<file path="src/rtl/apc_map.svh">
// Offsets, field positions, reset values and timing counts of the aux pin block.
`ifndef APC_MAP_SVH
`define APC_MAP_SVH

`define APC_ADDR_W        12
`define APC_CFG_INDEX     6
`define APC_CFG_ADDR      12'h018
`define APC_CFG_W         24
`define APC_CFG_RESET     24'h00_0000
`define APC_CFG_WMASK     24'h05_EEEE
`define APC_LINK_EN_BIT   16
`define APC_WORD_FRM_BIT  18
`define APC_PIN_STRIDE    4
`define APC_MODE_LSB      2
`define APC_DRIVE_BIT     1
`define APC_SAMPLE_BIT    0
`define APC_LINK_PINS     3
`define APC_CLK_HZ        10000000
`define APC_FRAME_HZ      128000
`define APC_FRAME_CYC     (`APC_CLK_HZ / `APC_FRAME_HZ)
`define APC_DIV_W         7

`endif

</file>
<file path="src/rtl/apc_pkg.sv">
// Types shared by the aux pin block.
package apc_pkg;

  typedef enum logic [1:0] {
    APC_MODE_HIZ   = 2'b00,
    APC_MODE_IN    = 2'b01,
    APC_MODE_OUT   = 2'b10,
    APC_MODE_DRAIN = 2'b11
  } apc_mode_t;

  typedef enum logic [1:0] {
    APC_ST_IDLE,
    APC_ST_SHIFT,
    APC_ST_GAP
  } apc_link_st_t;

endpackage

</file>
<file path="src/rtl/apc_link_tx.sv">
// Secondary link master that streams one frame of words per frame tick.
`timescale 1ns/100ps
`default_nettype none
`include "apc_map.svh"

module apc_link_tx
  import apc_pkg::*;
#(
  parameter int WORD_W      = 8,
  parameter int FRAME_WORDS = 4
) (
  // Clock and reset.
  input  wire logic                          i_clk,
  input  wire logic                          i_rst,
  // Control.
  input  wire logic                          i_enable,
  input  wire logic                          i_per_word,
  input  wire logic [FRAME_WORDS*WORD_W-1:0] i_data,
  // Link.
  output logic                               o_cs_n,
  output logic                               o_sclk,
  output logic                               o_mosi,
  output logic                               o_taken
);

  localparam int DW = FRAME_WORDS * WORD_W;
  localparam int BW = (WORD_W > 1) ? $clog2(WORD_W) : 1;
  localparam int FW = (FRAME_WORDS > 1) ? $clog2(FRAME_WORDS) : 1;
  localparam logic [`APC_DIV_W-1:0] DIV_LAST = `APC_DIV_W'(`APC_FRAME_CYC - 1);

  logic [`APC_DIV_W-1:0] div_r,   div_nxt;
  logic                  tick_r,  tick_nxt;
  apc_link_st_t          state_r, state_nxt;
  logic [DW-1:0]         sh_r,    sh_nxt;
  logic [BW-1:0]         bit_r,   bit_nxt;
  logic [FW-1:0]         word_r,  word_nxt;
  logic                  phase_r, phase_nxt;
  logic                  pw_r,    pw_nxt;
  logic                  cs_n_r,  cs_n_nxt;
  logic                  sclk_r,  sclk_nxt;
  logic                  mosi_r,  mosi_nxt;
  logic                  taken_r, taken_nxt;

  always_comb begin
    div_nxt   = (div_r == DIV_LAST) ? '0 : div_r + 1'b1;
    tick_nxt  = (div_r == DIV_LAST);
    state_nxt = state_r;
    sh_nxt    = sh_r;
    bit_nxt   = bit_r;
    word_nxt  = word_r;
    phase_nxt = phase_r;
    pw_nxt    = pw_r;
    cs_n_nxt  = cs_n_r;
    sclk_nxt  = sclk_r;
    mosi_nxt  = mosi_r;
    taken_nxt = 1'b0;
    case (state_r)
      APC_ST_IDLE: begin
        cs_n_nxt = 1'b1;
        sclk_nxt = 1'b0;
        if (i_enable && tick_r) begin
          state_nxt = APC_ST_SHIFT;
          sh_nxt    = i_data;
          mosi_nxt  = i_data[DW-1];
          bit_nxt   = '0;
          word_nxt  = '0;
          phase_nxt = 1'b0;
          pw_nxt    = i_per_word;
          cs_n_nxt  = 1'b0;
          taken_nxt = 1'b1;
        end
      end
      APC_ST_SHIFT: begin
        phase_nxt = ~phase_r;
        sclk_nxt  = ~phase_r;
        if (phase_r) begin
          sh_nxt   = {sh_r[DW-2:0], 1'b0};
          mosi_nxt = sh_r[DW-2];
          if (bit_r == BW'(WORD_W - 1)) begin
            bit_nxt = '0;
            if (word_r == FW'(FRAME_WORDS - 1)) begin
              state_nxt = APC_ST_IDLE;
              cs_n_nxt  = 1'b1;
            end else begin
              word_nxt  = word_r + 1'b1;
              state_nxt = APC_ST_GAP;
              cs_n_nxt  = pw_r;
            end
          end else begin
            bit_nxt = bit_r + 1'b1;
          end
        end
      end
      APC_ST_GAP: begin
        state_nxt = APC_ST_SHIFT;
        cs_n_nxt  = 1'b0;
      end
      default: begin
        state_nxt = APC_ST_IDLE;
      end
    endcase
    if (!i_enable) begin
      state_nxt = APC_ST_IDLE;
      cs_n_nxt  = 1'b1;
      sclk_nxt  = 1'b0;
    end
  end

  always_ff @(posedge i_clk) begin
    if (i_rst) begin
      div_r   <= '0;
      tick_r  <= 1'b0;
      state_r <= APC_ST_IDLE;
      sh_r    <= '0;
      bit_r   <= '0;
      word_r  <= '0;
      phase_r <= 1'b0;
      pw_r    <= 1'b0;
      cs_n_r  <= 1'b1;
      sclk_r  <= 1'b0;
      mosi_r  <= 1'b0;
      taken_r <= 1'b0;
    end else begin
      div_r   <= div_nxt;
      tick_r  <= tick_nxt;
      state_r <= state_nxt;
      sh_r    <= sh_nxt;
      bit_r   <= bit_nxt;
      word_r  <= word_nxt;
      phase_r <= phase_nxt;
      pw_r    <= pw_nxt;
      cs_n_r  <= cs_n_nxt;
      sclk_r  <= sclk_nxt;
      mosi_r  <= mosi_nxt;
      taken_r <= taken_nxt;
    end
  end

  assign o_cs_n  = cs_n_r;
  assign o_sclk  = sclk_r;
  assign o_mosi  = mosi_r;
  assign o_taken = taken_r;

  a_gap_select: assert property (@(posedge i_clk) disable iff (i_rst)
    state_r == APC_ST_GAP |-> cs_n_r == pw_r)
    else $error("chip select wrong between words");
  a_clock_framed: assert property (@(posedge i_clk) disable iff (i_rst)
    cs_n_r |-> !sclk_r)
    else $error("serial clock high outside chip select");
  a_tick_spacing: assert property (@(posedge i_clk) disable iff (i_rst)
    tick_r |=> !tick_r [*8])
    else $error("frame ticks too close");
  c_word_framed: cover property (@(posedge i_clk) disable iff (i_rst)
    state_r == APC_ST_GAP && pw_r && cs_n_r);

endmodule // apc_link_tx
`default_nettype wire

</file>
<file path="src/rtl/apc_top.sv">
// Aux pin control block with APB configuration and secondary link takeover.
//
// Our own choices: the register addresses and the APB interface to the registers.
`timescale 1ns/100ps
`default_nettype none
`include "apc_map.svh"

// Behaviour
// Mode code 00 floats, 01 input, 10 push-pull, 11 open drain; reset 00.
// Mode fields sit at bits 15:14, 11:10, 7:6, 3:2 for pins 3..0.
// Drive value bits 13, 9, 5, 1 set the driven level; reset low.
// Open drain pulls low for value 0 and floats for value 1.
// Read-only bits 12, 8, 4, 0 return the sampled level of input pins.
// Enable bit 16 streams frames at 128 kHz on pins 0..2; reset off.
// While the link is on, pins 0..2 ignore their own settings.
// Pin 3 always follows its own mode, value and sampled bit.
// Bit 18 clear keeps select low per frame; set frames each word.
// Software writes zero to reserved bits 23:19 and 17; they read zero.
// The link is master, driving clock, select and data outward.
module apc_top
  import apc_pkg::*;
#(
  parameter int NPINS       = 4,
  parameter int WORD_W      = 8,
  parameter int FRAME_WORDS = 4
) (
  // Clock and reset.
  input  wire logic                          i_clk,
  input  wire logic                          i_rst,
  // APB slave.
  input  wire logic                          i_psel,
  input  wire logic                          i_penable,
  input  wire logic                          i_pwrite,
  input  wire logic [`APC_ADDR_W-1:0]        i_paddr,
  input  wire logic [31:0]                   i_pwdata,
  output logic      [31:0]                   o_prdata,
  output logic                               o_pready,
  output logic                               o_pslverr,
  // Aux pins.
  input  wire logic [NPINS-1:0]              i_pin_in,
  output logic      [NPINS-1:0]              o_pin_out,
  output logic      [NPINS-1:0]              o_pin_oe,
  // Frame data for the secondary link.
  input  wire logic [FRAME_WORDS*WORD_W-1:0] i_frame_data,
  output logic                               o_frame_taken
);

  logic [`APC_CFG_W-1:0] cfg_r,     cfg_nxt;
  logic [31:0]           prdata_r,  prdata_nxt;
  logic                  pready_r,  pready_nxt;
  logic                  pslverr_r, pslverr_nxt;
  logic [NPINS-1:0]      sync1_r,   sync2_r;
  logic [NPINS-1:0]      pin_out_r, pin_out_nxt;
  logic [NPINS-1:0]      pin_oe_r,  pin_oe_nxt;
  logic [NPINS-1:0]      sampled;
  logic [`APC_CFG_W-1:0] rd_val;
  logic                  access;
  logic                  hit;
  logic                  wr_done;
  logic                  link_en;
  logic                  link_cs_n;
  logic                  link_sclk;
  logic                  link_mosi;
  logic [`APC_LINK_PINS-1:0] link_pins;

  assign link_en   = cfg_r[`APC_LINK_EN_BIT];
  assign link_pins = {link_mosi, link_sclk, link_cs_n};
  assign access    = i_psel && i_penable;
  assign hit       = (i_paddr == `APC_CFG_ADDR);
  assign wr_done   = access && pready_r && i_pwrite && hit;

  // The pins reach us from outside the clock domain, so they are resynced.
  always_ff @(posedge i_clk) begin
    if (i_rst) begin
      sync1_r <= '0;
      sync2_r <= '0;
    end else begin
      sync1_r <= i_pin_in;
      sync2_r <= sync1_r;
    end
  end

  genvar gi;
  generate
    for (gi = 0; gi < NPINS; gi++) begin : g_pin
      apc_mode_t mode;
      logic      val;
      logic      own;
      logic      po;
      logic      pe;
      assign mode = apc_mode_t'(cfg_r[gi*`APC_PIN_STRIDE+`APC_MODE_LSB +: 2]);
      assign val  = cfg_r[gi*`APC_PIN_STRIDE+`APC_DRIVE_BIT];
      // Pin 3 is outside the link group and is never taken over.
      assign own  = link_en && (gi < `APC_LINK_PINS);
      always_comb begin
        po = 1'b0;
        pe = 1'b0;
        if (own) begin
          po = link_pins[gi % `APC_LINK_PINS];
          pe = 1'b1;
        end else begin
          case (mode)
            APC_MODE_OUT: begin
              po = val;
              pe = 1'b1;
            end
            APC_MODE_DRAIN: begin
              po = 1'b0;
              pe = ~val;
            end
            default: begin
              po = 1'b0;
              pe = 1'b0;
            end
          endcase
        end
      end
      assign pin_out_nxt[gi] = po;
      assign pin_oe_nxt[gi]  = pe;
      // A link pin reads zero, since its level belongs to the link.
      assign sampled[gi] = sync2_r[gi] && !own && (mode == APC_MODE_IN);
    end
  endgenerate

  always_comb begin
    rd_val = cfg_r;
    for (int i = 0; i < NPINS; i++) begin
      rd_val[i*`APC_PIN_STRIDE+`APC_SAMPLE_BIT] = sampled[i];
    end
  end

  // One wait state lets read data and pready both come from flip-flops.
  always_comb begin
    cfg_nxt     = cfg_r;
    pready_nxt  = access && !pready_r;
    pslverr_nxt = access && !pready_r && !hit;
    prdata_nxt  = '0;
    if (access && !pready_r && !i_pwrite && hit) begin
      prdata_nxt = {{(32-`APC_CFG_W){1'b0}}, rd_val};
    end
    if (wr_done) begin
      // Reserved and read-only bits are masked; reserved bits read zero, read-only bits read the sampled level.
      cfg_nxt = i_pwdata[`APC_CFG_W-1:0] & `APC_CFG_WMASK;
    end
  end

  always_ff @(posedge i_clk) begin
    if (i_rst) begin
      cfg_r     <= `APC_CFG_RESET;
      prdata_r  <= '0;
      pready_r  <= 1'b0;
      pslverr_r <= 1'b0;
      pin_out_r <= '0;
      pin_oe_r  <= '0;
    end else begin
      cfg_r     <= cfg_nxt;
      prdata_r  <= prdata_nxt;
      pready_r  <= pready_nxt;
      pslverr_r <= pslverr_nxt;
      pin_out_r <= pin_out_nxt;
      pin_oe_r  <= pin_oe_nxt;
    end
  end

  apc_link_tx #(
    .WORD_W      (WORD_W),
    .FRAME_WORDS (FRAME_WORDS)
  ) u_link (
    .i_clk      (i_clk),
    .i_rst      (i_rst),
    .i_enable   (link_en),
    .i_per_word (cfg_r[`APC_WORD_FRM_BIT]),
    .i_data     (i_frame_data),
    .o_cs_n     (link_cs_n),
    .o_sclk     (link_sclk),
    .o_mosi     (link_mosi),
    .o_taken    (o_frame_taken)
  );

  assign o_prdata  = prdata_r;
  assign o_pready  = pready_r;
  assign o_pslverr = pslverr_r;
  assign o_pin_out = pin_out_r;
  assign o_pin_oe  = pin_oe_r;

  a_float_mode: assert property (@(posedge i_clk) disable iff (i_rst)
    cfg_r[15:14] == APC_MODE_HIZ || cfg_r[15:14] == APC_MODE_IN
    |=> !o_pin_oe[3])
    else $error("pin 3 driven while floating or input");
  a_push_pull: assert property (@(posedge i_clk) disable iff (i_rst)
    cfg_r[15:14] == APC_MODE_OUT
    |=> o_pin_oe[3] && o_pin_out[3] == $past(cfg_r[13]))
    else $error("pin 3 push-pull level wrong");
  a_open_drain: assert property (@(posedge i_clk) disable iff (i_rst)
    cfg_r[15:14] == APC_MODE_DRAIN
    |=> !o_pin_out[3] && o_pin_oe[3] == !$past(cfg_r[13]))
    else $error("pin 3 open drain wrong");
  a_field_write: assert property (@(posedge i_clk) disable iff (i_rst)
    wr_done |=> cfg_r[15:14] == $past(i_pwdata[15:14])
      && cfg_r[3:2] == $past(i_pwdata[3:2]))
    else $error("mode field not written");
  a_reserved_zero: assert property (@(posedge i_clk) disable iff (i_rst)
    o_pready && !o_pslverr |-> o_prdata[31:19] == '0 && !o_prdata[17])
    else $error("reserved bits read nonzero");
  a_sample_gate: assert property (@(posedge i_clk) disable iff (i_rst)
    o_prdata[12] |-> $past(cfg_r[15:14]) == APC_MODE_IN)
    else $error("sampled bit set on non-input pin");
  a_link_takes: assert property (@(posedge i_clk) disable iff (i_rst)
    link_en |=> o_pin_oe[2:0] == 3'b111)
    else $error("link pins not driven");
  a_link_pins: assert property (@(posedge i_clk) disable iff (i_rst)
    link_en |=> o_pin_out[1] == $past(link_sclk)
      && o_pin_out[0] == $past(link_cs_n))
    else $error("link signals not on pins");
  a_pin3_own: assert property (@(posedge i_clk) disable iff (i_rst)
    link_en && cfg_r[15:14] == APC_MODE_HIZ |=> !o_pin_oe[3])
    else $error("pin 3 taken by link");
  a_link_frame: assert property (@(posedge i_clk) disable iff (i_rst)
    link_en && !o_frame_taken ##1 link_en [*2] |-> ##[1:100] o_frame_taken
    or ##[0:100] !link_en)
    else $error("no frame within one frame period");
  c_apb_write: cover property (@(posedge i_clk) disable iff (i_rst) wr_done);
  c_drain_low: cover property (@(posedge i_clk) disable iff (i_rst)
    o_pin_oe[3] && !o_pin_out[3] && cfg_r[15:14] == APC_MODE_DRAIN);
  c_frame_sent: cover property (@(posedge i_clk) disable iff (i_rst)
    o_frame_taken ##[1:80] !link_cs_n);

endmodule // apc_top
`default_nettype wire

</file>
<file path="config.mk">
export PLATFORM = sky130hd
export DESIGN_NAME = apc_top
export DESIGN_NICKNAME = d
export VERILOG_FILES = /design/src/rtl/apc_pkg.sv /design/src/rtl/apc_link_tx.sv /design/src/rtl/apc_top.sv
export VERILOG_INCLUDE_DIRS = /design/src /design/src/rtl
export SDC_FILE = /design/constraint.sdc
export NUM_CORES = 1
export LEC_CHECK = 0
export ABC_AREA = 1
export BUFFER_PORTS_ARGS = -buffer_cell sky130_fd_sc_hd__buf_2
export CAP_MARGIN = 10
export CORE_ASPECT_RATIO = 1.2
export CORE_MARGIN = 3
export CORE_UTILIZATION = 40
export DETAILED_ROUTE_END_ITERATION = 8
export GPL_ROUTABILITY_DRIVEN = 0
export GPL_TIMING_DRIVEN = 0
export MAX_ROUTING_LAYER = met4
export PLACE_DENSITY_LB_ADDON = 0.08
export SLEW_MARGIN = 20
export SYNTH_ARGS = -nofsm -noshare
export SYNTH_HDL_FRONTEND = slang
export SYNTH_SLANG_ARGS = --single-unit
</file>
<file path="constraint.sdc">
create_clock -name i_clk -period 2.16 [get_ports i_clk]
set_input_delay 0.432 -clock i_clk [delete_from_list [all_inputs] [get_ports i_clk]]
set_output_delay 0.432 -clock i_clk [all_outputs]
set_load 0.005 [all_outputs]
</file>
==> qor.tcl, run 1 <==
set qor(clock-root-buffer) {sky130_fd_sc_hd__clkbuf_16}
set qor(period_minus_slack_ns) 1.75
set qor(clock_tree.htree_level_count) 3
set qor(post_layout_nonfiller_instances) 875
set qor(tritoncts.num_buffers) 9
set qor(synth.top_cell.area_share) 0.464
set qor(fp.dieArea_um2) 12300
set qor(post_route_cells_drive_above_1_share) 0.206
set qor(grt_first_pass_wirelength_mm) 16.7
set qor(hold_class) {primary input to flop}
set qor(cap_viol_max_count) 0
set qor(timing.critical_path.from_type) {flop}
set qor(critical_path.slowest_cell) {sky130_fd_sc_hd__dfxtp_1}
set qor(routedWlPerCell_um) 11.8
set qor(path_class) {flop to flop}
set qor(syn_area_per_cell_um2) 7.08
set qor(die_span_y_um) 121
set qor(ctsResizeCount) 0
set qor(num_io_pins) 128
set qor(initial_utilization) 0.415
set qor(hold_buffers) 0
set qor(timing.final.crit_share) 0.810
set qor(powerDensity_nw_per_um2) 693
set qor(ys.warnings.count) 0
set qor(grt_pass1_vias) 3695
set qor(drt.antenna.violating_nets) 0
set qor(static-leakage-power_nw) 2.76
set qor(diodes) 0
set qor(wirelength_mm) 10.3
set qor(place.detailed.hpwl_mm) 7.77
set qor(grt.overflow.total) 0
set qor(num_vias) 3996
set qor(final_net_count) 835
set qor(syn-instance-count) 622
set qor(peakVddDrop_uv) 375
set qor(fp-row-count) 41
set qor(grt_max_degree) 17
set qor(required_ns) 2.39
set qor(clk_path_buf_depth) 2
set qor(clkSinkCount) 102
set qor(timing.critical_path.arrival_ns) 1.98
set qor(fin_worst_hold_slack_ns) 0.292
set qor(cp_max_fo) 10
set qor(die_w_um) 102
set qor(synth-seq-area-share) 0.464
set qor(dr.first_iter.drc_count) 145
set qor(placed_cells_incl_taps) 859
set qor(final-hold-violation-count) 0
set qor(outcome) {finished clean}
set qor(timing.final.setup_violations) 0
set qor(tritoncts) {yes}
set qor(initial_drt_pass_iterations) 4
set qor(crit_path_end_kind) {flop}
set qor(achievable-frequency_ghz) 0.572
set qor(post-cts-setup-buffers) 0
set qor(grt_setup_unrepaired) {no}
set qor(slowest_cell_delay_on_critical_path_ns) 0.39
set qor(synth.lib_cells_used.distinct) 28
set qor(layout-area-overhead-vs-synth_pct) 22.4
set qor(global_route.usage.total) 0.174
set qor(final_max_slew_viol_count) 0
set qor(setup_tns_ns) 0
set qor(placeableCoreArea_um2) 10600
set qor(crit_chain) {inv_1, ha_1, nand2_1, nand2_1, nor2_2, inv_2, buf_2, nor2_1, nor2_1}
set qor(synth_top_cells_by_area) {sky130_fd_sc_hd__dfxtp_1 46%, sky130_fd_sc_hd__nand2_1 13%, sky130_fd_sc_hd__nor2_1 11%}
set qor(antenna_found_initial) 0
set qor(remaining_drc_errors) 0
set qor(synth.cell_area_um2) 4400
set qor(clkLatencyLatePin_ns) 0.34
set qor(cell_accounting_for_the_most_synthesized_area) {sky130_fd_sc_hd__dfxtp_1}
set qor(timing.clock.skew_ns) 0.00882
set qor(max-slew-margin-rel) 0.632
set qor(cts.clk_slew.worst_paths_ns) 0.07
set qor(buffer_ports.inserted) 95
set qor(worst_tran_pin_value_ns) 0.551
set qor(viasPerCell) 4.57
set qor(yosys_register_bits) 102
[cell usage in the layout (no fill, tap or decap), types with 8 or more instances in the layout]
master / Yosys / final
sky130_fd_sc_hd__nand2_1: 153 / 153
sky130_fd_sc_hd__nor2_1: 127 / 127
sky130_fd_sc_hd__buf_2: 12 / 107
sky130_fd_sc_hd__dfxtp_1: 102 / 102
sky130_fd_sc_hd__inv_1: 74 / 74
sky130_fd_sc_hd__o21ai_0: 37 / 37
sky130_fd_sc_hd__nand4_1: 23 / 23
sky130_fd_sc_hd__a21oi_1: 16 / 16
sky130_fd_sc_hd__buf_4: 14 / 14
sky130_fd_sc_hd__conb_1: 1 / 14
sky130_fd_sc_hd__nand3_1: 12 / 12
sky130_fd_sc_hd__ha_1: 9 / 9
sky130_fd_sc_hd__clkbuf_16: 0 / 9
sky130_fd_sc_hd__clkbuf_1: 6 / 8
[power by group]
group	total, mW	internal, mW	switching (mW)
logic	0.190	0.0925	0.0978
clock network	1.64	0.936	0.708
registers	1.90	1.89	0.00741
[flip-flops by register name, indices dropped and copies added, names as in the netlist, 2 cells and up]
signal          count
u_link.state_r      2
o_prdata           18
u_link.word_r       2
u_link.sh_r        31
o_pin_out           4
sync1_r             4
cfg_r              14
sync2_r             4
u_link.bit_r        3
u_link.div_r        7
o_pin_oe            4
[synth_stat cells]
library cell,number
sky130_fd_sc_hd__a21oi_1,16
sky130_fd_sc_hd__a21oi_2,2
sky130_fd_sc_hd__buf_1,4
sky130_fd_sc_hd__buf_2,12
sky130_fd_sc_hd__buf_4,14
sky130_fd_sc_hd__buf_6,3
sky130_fd_sc_hd__buf_8,1
sky130_fd_sc_hd__clkbuf_1,6
sky130_fd_sc_hd__conb_1,1
sky130_fd_sc_hd__dfxtp_1,102
sky130_fd_sc_hd__ha_1,9
sky130_fd_sc_hd__inv_1,74
sky130_fd_sc_hd__inv_2,2
sky130_fd_sc_hd__nand2_1,153
sky130_fd_sc_hd__nand2_2,2
sky130_fd_sc_hd__nand3_1,12
sky130_fd_sc_hd__nand3_2,4
sky130_fd_sc_hd__nand3b_1,1
sky130_fd_sc_hd__nand4_1,23
sky130_fd_sc_hd__nor2_1,127
sky130_fd_sc_hd__nor2_2,4
sky130_fd_sc_hd__nor2_4,1
sky130_fd_sc_hd__nor3_1,2
sky130_fd_sc_hd__nor3b_1,1
sky130_fd_sc_hd__o21ai_0,37
sky130_fd_sc_hd__o21ai_1,6
sky130_fd_sc_hd__o21bai_1,1
sky130_fd_sc_hd__xnor2_1,2
[through the flow]
step	total power, mW	instance area (um^2)	utilization	worst slack (ns)
detailed placement	2.14	5090	0.479	0.435
floorplan	2.05	4450	-	0.695
global placement	2.13	5090	0.479	0.459
CTS	3.76	5390	0.507	0.422
global route	3.86	5390	0.507	0.238
finish	3.73	5390	0.507	0.411
[kinds of logic (layout without fill, tap and decap cells)]
logic type	count (synthesis)	in the layout	share of synthesized area
compound gates	62	62	0.0728
simple gates	330	330	0.311
buf+inv	116	227	0.122
flops	102	102	0.464
xor+xnor	2	2	0.00398
other cells	1	14	0.000852
fa+ha+maj	9	9	0.0256
[cell type report]
cell class | count | area, um^2
well taps | 129 | 161
inverters | 76 | 285
fillers | 1099 | 5230
clock inverters | 4 | 53.8
flip-flops and latches | 102 | 2040
repair buffers | 95 | 475
multi-input cells | 417 | 1870
plain buffers | 40 | 251
clock buffers | 12 | 246
[path summary, 6_finish.rpt]
check,from,endpoint,slack [ns],cells past startpoint
setup / recovery,u_link.state_r[1]$_SDFFE_PP0P_,u_link.sh_r[29]$_SDFFE_PP0P_,0.41,9
hold / removal,i_pin_in[0],sync1_r[0]$_SDFF_PP0_,0.29,3
setup reg to reg,u_link.state_r[1]$_SDFFE_PP0P_,u_link.sh_r[29]$_SDFFE_PP0P_,0.41,9
hold reg to reg,sync1_r[1]$_SDFF_PP0_,sync2_r[1]$_SDFF_PP0_,0.40,2
[metal layers]
metal | vias to the layer above | routed length, um | share of wire | track usage
met5 | - | 0 | 0 | -
met3 | 12 | 499 | 0.048 | 0.0345
met4 | 0 | 186 | 0.018 | 0.0532
li1 | 2124 | - | - | -
met1 | 1757 | 4450 | 0.43 | 0.195
met2 | 103 | 5200 | 0.50 | 0.310
[worst max-delay path: cells and delay by family, from the launching register on]
kind          cells  cell delay [ns]
simple gates      5             0.60
fa+ha+maj         1             0.24
buf+inv           3             0.40
flops             1             0.39
Power figures use the tool's default switching activity.
==> run 2: changes to the inputs <==
clock period = 1.5 ns   (was 2.16 ns; I/O delays follow)
==> qor.tcl, run 2 (synthesized netlist as in run 1, its figures left out) <==
set qor(remaining_drc_errors) 0
set qor(num_vias) 4020
set qor(wirelength_mm) 10.5
set qor(clk_path_buf_depth) 2
set qor(fp.dieArea_um2) 12300
set qor(final-hold-violation-count) 0
set qor(crit_path_end_kind) {flop}
set qor(fp-row-count) 41
set qor(largest_register) {u_link.sh_r}
set qor(cap_viol_max_count) 0
set qor(post_layout_nonfiller_instances) 883
set qor(global_route.usage.total) 0.176
set qor(clock_tree.htree_level_count) 3
set qor(placed_cells_incl_taps) 859
set qor(grt.overflow.total) 0
set qor(grt_pass1_vias) 3761
set qor(clock-root-buffer) {sky130_fd_sc_hd__clkbuf_16}
set qor(cts.clk_slew.worst_paths_ns) 0.07
set qor(most-common-layout-cells) {151 x sky130_fd_sc_hd__nand2_1, 124 x sky130_fd_sc_hd__nor2_1, 100 x sky130_fd_sc_hd__dfxtp_1, 99 x sky130_fd_sc_hd__buf_2, 72 x sky130_fd_sc_hd__inv_1}
set qor(timing.critical_path.from_type) {flop}
set qor(placed_cell_area_um2) 5090
set qor(initial_utilization) 0.415
set qor(hold_class) {primary input to flop}
set qor(diodes) 0
set qor(number_of_filler_instances_in_the_final_layout) 1075
set qor(fin_worst_hold_slack_ns) 0.161
set qor(final_max_slew_viol_count) 0
set qor(grt_max_degree) 17
set qor(antenna_found_initial) 0
set qor(die_span_y_um) 121
set qor(achievable-frequency_ghz) 0.695
set qor(timing.critical_path.arrival_ns) 1.67
set qor(cp_max_fo) 7
set qor(powerDensity_nw_per_um2) 955
set qor(tritoncts.num_buffers) 9
set qor(routedWlPerCell_um) 11.9
set qor(place.detailed.hpwl_mm) 7.77
set qor(largest_register_ffs) 31
set qor(max-slew-margin-rel) 0.624
set qor(buffer_ports.inserted) 95
set qor(grt_setup_unrepaired) {yes}
set qor(most_common_cell_after_layout_fill_and_taps_aside) {sky130_fd_sc_hd__nand2_1}
set qor(drt.antenna.violating_nets) 0
set qor(static-leakage-power_nw) 2.83
set qor(layout-area-overhead-vs-synth_pct) 27.7
set qor(placeableCoreArea_um2) 10600
set qor(tritoncts) {yes}
set qor(timing.final.setup_violations) 0
set qor(clkLatencyLatePin_ns) 0.34
set qor(peakVddDrop_uv) 536
set qor(path_class) {flop to flop}
set qor(required_ns) 1.73
set qor(initial_drt_pass_iterations) 4
set qor(final_area_um2) 5620
set qor(dr.first_iter.drc_count) 121
set qor(period_minus_slack_ns) 1.44
set qor(die_w_um) 102
set qor(timing.final.crit_share) 0.960
set qor(worst_tran_pin_value_ns) 0.564
set qor(num_io_pins) 128
set qor(clkSinkCount) 102
set qor(finalCoreUtilization) 0.530
set qor(final_net_count) 843
set qor(post_route_cells_drive_above_1_share) 0.233
set qor(grt_first_pass_wirelength_mm) 16.8
set qor(viasPerCell) 4.55
set qor(outcome) {finished clean}
set qor(timing.clock.skew_ns) 0.00656
[run 2: path summary, 6_finish.rpt]
check / startpoint / end / slack, ns / depth (start not counted)
min reg2reg: sync1_r[1]$_SDFF_PP0_ / sync2_r[1]$_SDFF_PP0_ / 0.40 / 2
min: i_pin_in[0] / sync1_r[0]$_SDFF_PP0_ / 0.16 / 3
max: u_link.state_r[1]$_SDFFE_PP0P_ / u_link.sh_r[14]$_SDFFE_PP0P_ / 0.06 / 8
max reg2reg: u_link.state_r[1]$_SDFFE_PP0P_ / u_link.sh_r[14]$_SDFFE_PP0P_ / 0.06 / 8
[run 2: stage by stage]
step           setup slack [ns]  TNS, ns  total power [mW]
2_1_floorplan            0.0347        0              2.95
3_3_place_gp             -0.201    -4.25              3.07
3_5_place_dp             -0.225    -6.70              3.07
4_1_cts                 0.00392        0              5.41
5_1_grt                 -0.0219   -0.126              5.56
6_report                 0.0605        0              5.37
[run 2: cell type report]
class                   count  area, um^2  share of cell area
flip-flops and latches    102        2050               0.364
multi-input cells         417        1940               0.345
repair buffers            104         593               0.105
inverters                  76         293              0.0521
plain buffers              39         290              0.0516
clock buffers              12         246              0.0438
well taps                 129         161              0.0287
clock inverters             4        53.8             0.00957
[run 2: where the power goes]
group	switching [mW]	total [mW]	internal, mW
clock network	1.01	2.36	1.35
registers	0.0107	2.73	2.72
logic	0.141	0.275	0.134
[run 2: critical path, cell delays in order, from the launching register on]
cell and delay, ns:
sky130_fd_sc_hd__dfxtp_2 0.35, sky130_fd_sc_hd__inv_4 0.05, sky130_fd_sc_hd__ha_4 0.19, sky130_fd_sc_hd__nor2_4 0.16
sky130_fd_sc_hd__nor2_4 0.08, sky130_fd_sc_hd__buf_12 0.15, sky130_fd_sc_hd__clkbuf_16 0.14, sky130_fd_sc_hd__o21ai_0 0.15
sky130_fd_sc_hd__nor2_1 0.06
[run 2: timing repair]
| item | CTS | global route |
|---|---|---|
| resized for setup | 23 | 25 |
| hold endpoints to repair | 0 | 0 |
| pin swaps | 3 | 12 |
| hold buffers | 0 | 0 |
| gates cloned | 1 | 1 |
| buffers inserted | 5 | 2 |
| endpoints found under the setup margin | 39 | 37 |
[run 2: routing by layer]
layer  GRT usage  vias up  routed length, um
met3      0.0351       17                499
li1            -     2142                  -
met5           -        -                  0
met1       0.196     1762               4420
met4      0.0590        0                216
met2       0.312       99               5360
==> run 3: changes to the inputs <==
clock period = 1.75 ns   (was 1.5 ns; I/O delays follow)
==> qor.tcl, run 3 (synthesized netlist as in run 1, its figures left out) <==
set qor(outcome) {finished clean}
set qor(grt_setup_unrepaired) {no}
set qor(most_common_cell_after_layout_fill_and_taps_aside) {sky130_fd_sc_hd__nand2_1}
set qor(cp_max_fo) 10
set qor(required_ns) 1.98
set qor(cap_viol_max_count) 0
set qor(timing.reg2reg.setup_slack_ns) 0.20
set qor(dr.first_iter.drc_count) 120
set qor(wirelength_mm) 10.3
set qor(period_minus_slack_ns) 1.55
set qor(crit_end) {u_link.sh_r[29]$_SDFFE_PP0P_}
set qor(clkSinkCount) 102
set qor(clock-root-buffer) {sky130_fd_sc_hd__clkbuf_16}
set qor(post_route_cells_drive_above_1_share) 0.216
set qor(num_vias) 3990
set qor(initial_drt_pass_iterations) 4
set qor(tritoncts.num_buffers) 9
set qor(crit_path_start) {u_link.state_r[0]$_SDFFE_PP0P_}
set qor(diodes) 0
set qor(power_frac_clock) 0.441
set qor(setup_ws_ns) 0.200
set qor(placeableCoreArea_um2) 10600
set qor(grt.overflow.total) 0
set qor(rr_worst_depth) 9
set qor(largest_register_ffs) 31
set qor(peakVddDrop_uv) 463
set qor(fp.dieArea_um2) 12300
set qor(clk_path_buf_depth) 2
set qor(viasPerCell) 4.56
set qor(post-cts-setup-buffers) 0
set qor(layout-area-overhead-vs-synth_pct) 22.9
set qor(largest_register) {u_link.sh_r}
set qor(critical_path.reg2reg.startpoint) {u_link.state_r[0]$_SDFFE_PP0P_}
set qor(antenna_found_initial) 0
set qor(cts.clk_slew.worst_paths_ns) 0.07
set qor(hold_class) {primary input to flop}
set qor(final_max_slew_viol_count) 0
set qor(dpl_worst_slack_ns) 0.0249
set qor(die_w_um) 102
set qor(setup_tns_ns) 0
set qor(tritoncts) {yes}
set qor(final-hold-violation-count) 0
set qor(initial_utilization) 0.415
set qor(buffer_ports.inserted) 95
set qor(num_io_pins) 128
set qor(hold_buffers) 0
set qor(final_net_count) 835
set qor(timing.rr.end) {u_link.sh_r[29]$_SDFFE_PP0P_}
set qor(path_class) {flop to flop}
set qor(drt.antenna.violating_nets) 0
set qor(clkLatencyLatePin_ns) 0.34
set qor(grt_pass1_vias) 3695
set qor(clock_tree.htree_level_count) 3
set qor(timing.critical_path.arrival_ns) 1.78
set qor(timing.clock.skew_ns) 0.00747
set qor(cell_internal_pwr_mw) 3.61
set qor(crit_path_end_kind) {flop}
set qor(combinational_group_share_of_total_power) 0.051
set qor(global_route.usage.total) 0.174
set qor(remaining_drc_errors) 0
set qor(die_span_y_um) 121
set qor(grt_max_degree) 17
set qor(grt_first_pass_wirelength_mm) 16.7
set qor(ctsResizeCount) 0
set qor(powerDensity_nw_per_um2) 853
set qor(fp-row-count) 41
set qor(routedWlPerCell_um) 11.8
set qor(timing.final.setup_violations) 0
set qor(netSwitchingFraction) 0.219
set qor(sequential_power_share) 0.508
set qor(timing.final.crit_share) 0.886
set qor(place.detailed.hpwl_mm) 7.77
set qor(worst_tran_pin_value_ns) 0.562
set qor(power.switching_mw) 1.01
set qor(achievable-frequency_ghz) 0.645
set qor(timing.critical_path.from_type) {flop}
set qor(max-slew-margin-rel) 0.625
set qor(most-common-layout-cells) {152 x sky130_fd_sc_hd__nand2_1, 126 x sky130_fd_sc_hd__nor2_1, 105 x sky130_fd_sc_hd__buf_2, 100 x sky130_fd_sc_hd__dfxtp_1, 74 x sky130_fd_sc_hd__inv_1}
set qor(static-leakage-power_nw) 2.76
-- run 3: cell count changes in the layout (fill, tap and decap cells not counted), moves of 2 or more --
cell                      change
sky130_fd_sc_hd__inv_1        +2
sky130_fd_sc_hd__buf_2        +6
sky130_fd_sc_hd__nor2_1       +2
sky130_fd_sc_hd__o21ai_0      +8
sky130_fd_sc_hd__inv_4        -3
sky130_fd_sc_hd__ha_4         -2
sky130_fd_sc_hd__o21ai_1      -7
sky130_fd_sc_hd__buf_12       -2
sky130_fd_sc_hd__ha_2         +2
sky130_fd_sc_hd__nand2_2      +2
sky130_fd_sc_hd__buf_4        -8
sky130_fd_sc_hd__nand2_4      -3
-- run 3: worst max-delay path, cell delays in order, from the launching register on --
cell	delay (ns)
sky130_fd_sc_hd__dfxtp_2	0.36
sky130_fd_sc_hd__inv_1	0.07
sky130_fd_sc_hd__ha_2	0.23
sky130_fd_sc_hd__nand2_2	0.09
sky130_fd_sc_hd__nand2_1	0.08
sky130_fd_sc_hd__nor2_4	0.13
sky130_fd_sc_hd__inv_2	0.10
sky130_fd_sc_hd__buf_2	0.20
sky130_fd_sc_hd__nor2_1	0.12
sky130_fd_sc_hd__nor2_1	0.06
-- run 3: how the worst min path moves through the flow --
stage | startpoint | endpoint | slack, ns | cells past startpoint
CTS | i_pin_in[3] | sync1_r[3]$_SDFF_PP0_ | 0.20 | 3
global route | i_pin_in[3] | sync1_r[3]$_SDFF_PP0_ | 0.22 | 3
floorplan | sync1_r[0]$_SDFF_PP0_ | sync2_r[0]$_SDFF_PP0_ | 0.39 | 2
global placement | sync1_r[3]$_SDFF_PP0_ | sync2_r[3]$_SDFF_PP0_ | 0.39 | 2
detailed placement | sync1_r[1]$_SDFF_PP0_ | sync2_r[1]$_SDFF_PP0_ | 0.40 | 2
finish | i_pin_in[3] | sync1_r[3]$_SDFF_PP0_ | 0.21 | 3
-- run 3: power groups by stage --
stage	sequential (mW)	clock [mW]	combinational [mW]
2_1_floorplan	2.40	0	0.129
3_3_place_gp	2.40	0	0.235
3_5_place_dp	2.40	0	0.237
4_1_cts	2.34	2.06	0.237
5_1_grt	2.35	2.15	0.271
6_report	2.34	2.04	0.235
-- run 3: through the flow --
step	instances	cell area [um^2]	hold slack, ns	total power [mW]	utilization
finish	875	5410	0.208	4.62	0.510
global route	875	5410	0.219	4.77	0.510
CTS	875	5390	0.204	4.64	0.507
detailed placement	859	5090	0.399	2.64	0.479
global placement	859	5090	0.392	2.63	0.479
floorplan	635	4450	0.388	2.53	-
-- run 3: area by class of cell --
cell class	count	area [um^2]
Buffer	40	258
Clock buffer	12	246
Clock inverter	4	53.8
Fill cell	1095	5210
Inverter	76	285
Multi-Input combinational cell	417	1890
Sequential cell	102	2040
Tap cell	129	161
Timing Repair Buffer	95	475
-- run 3: routing by layer --
metal	GRT usage	part of all wire
met5	-	0
met4	0.0532	0.019
met3	0.0345	0.046
met2	0.310	0.50
met1	0.195	0.43
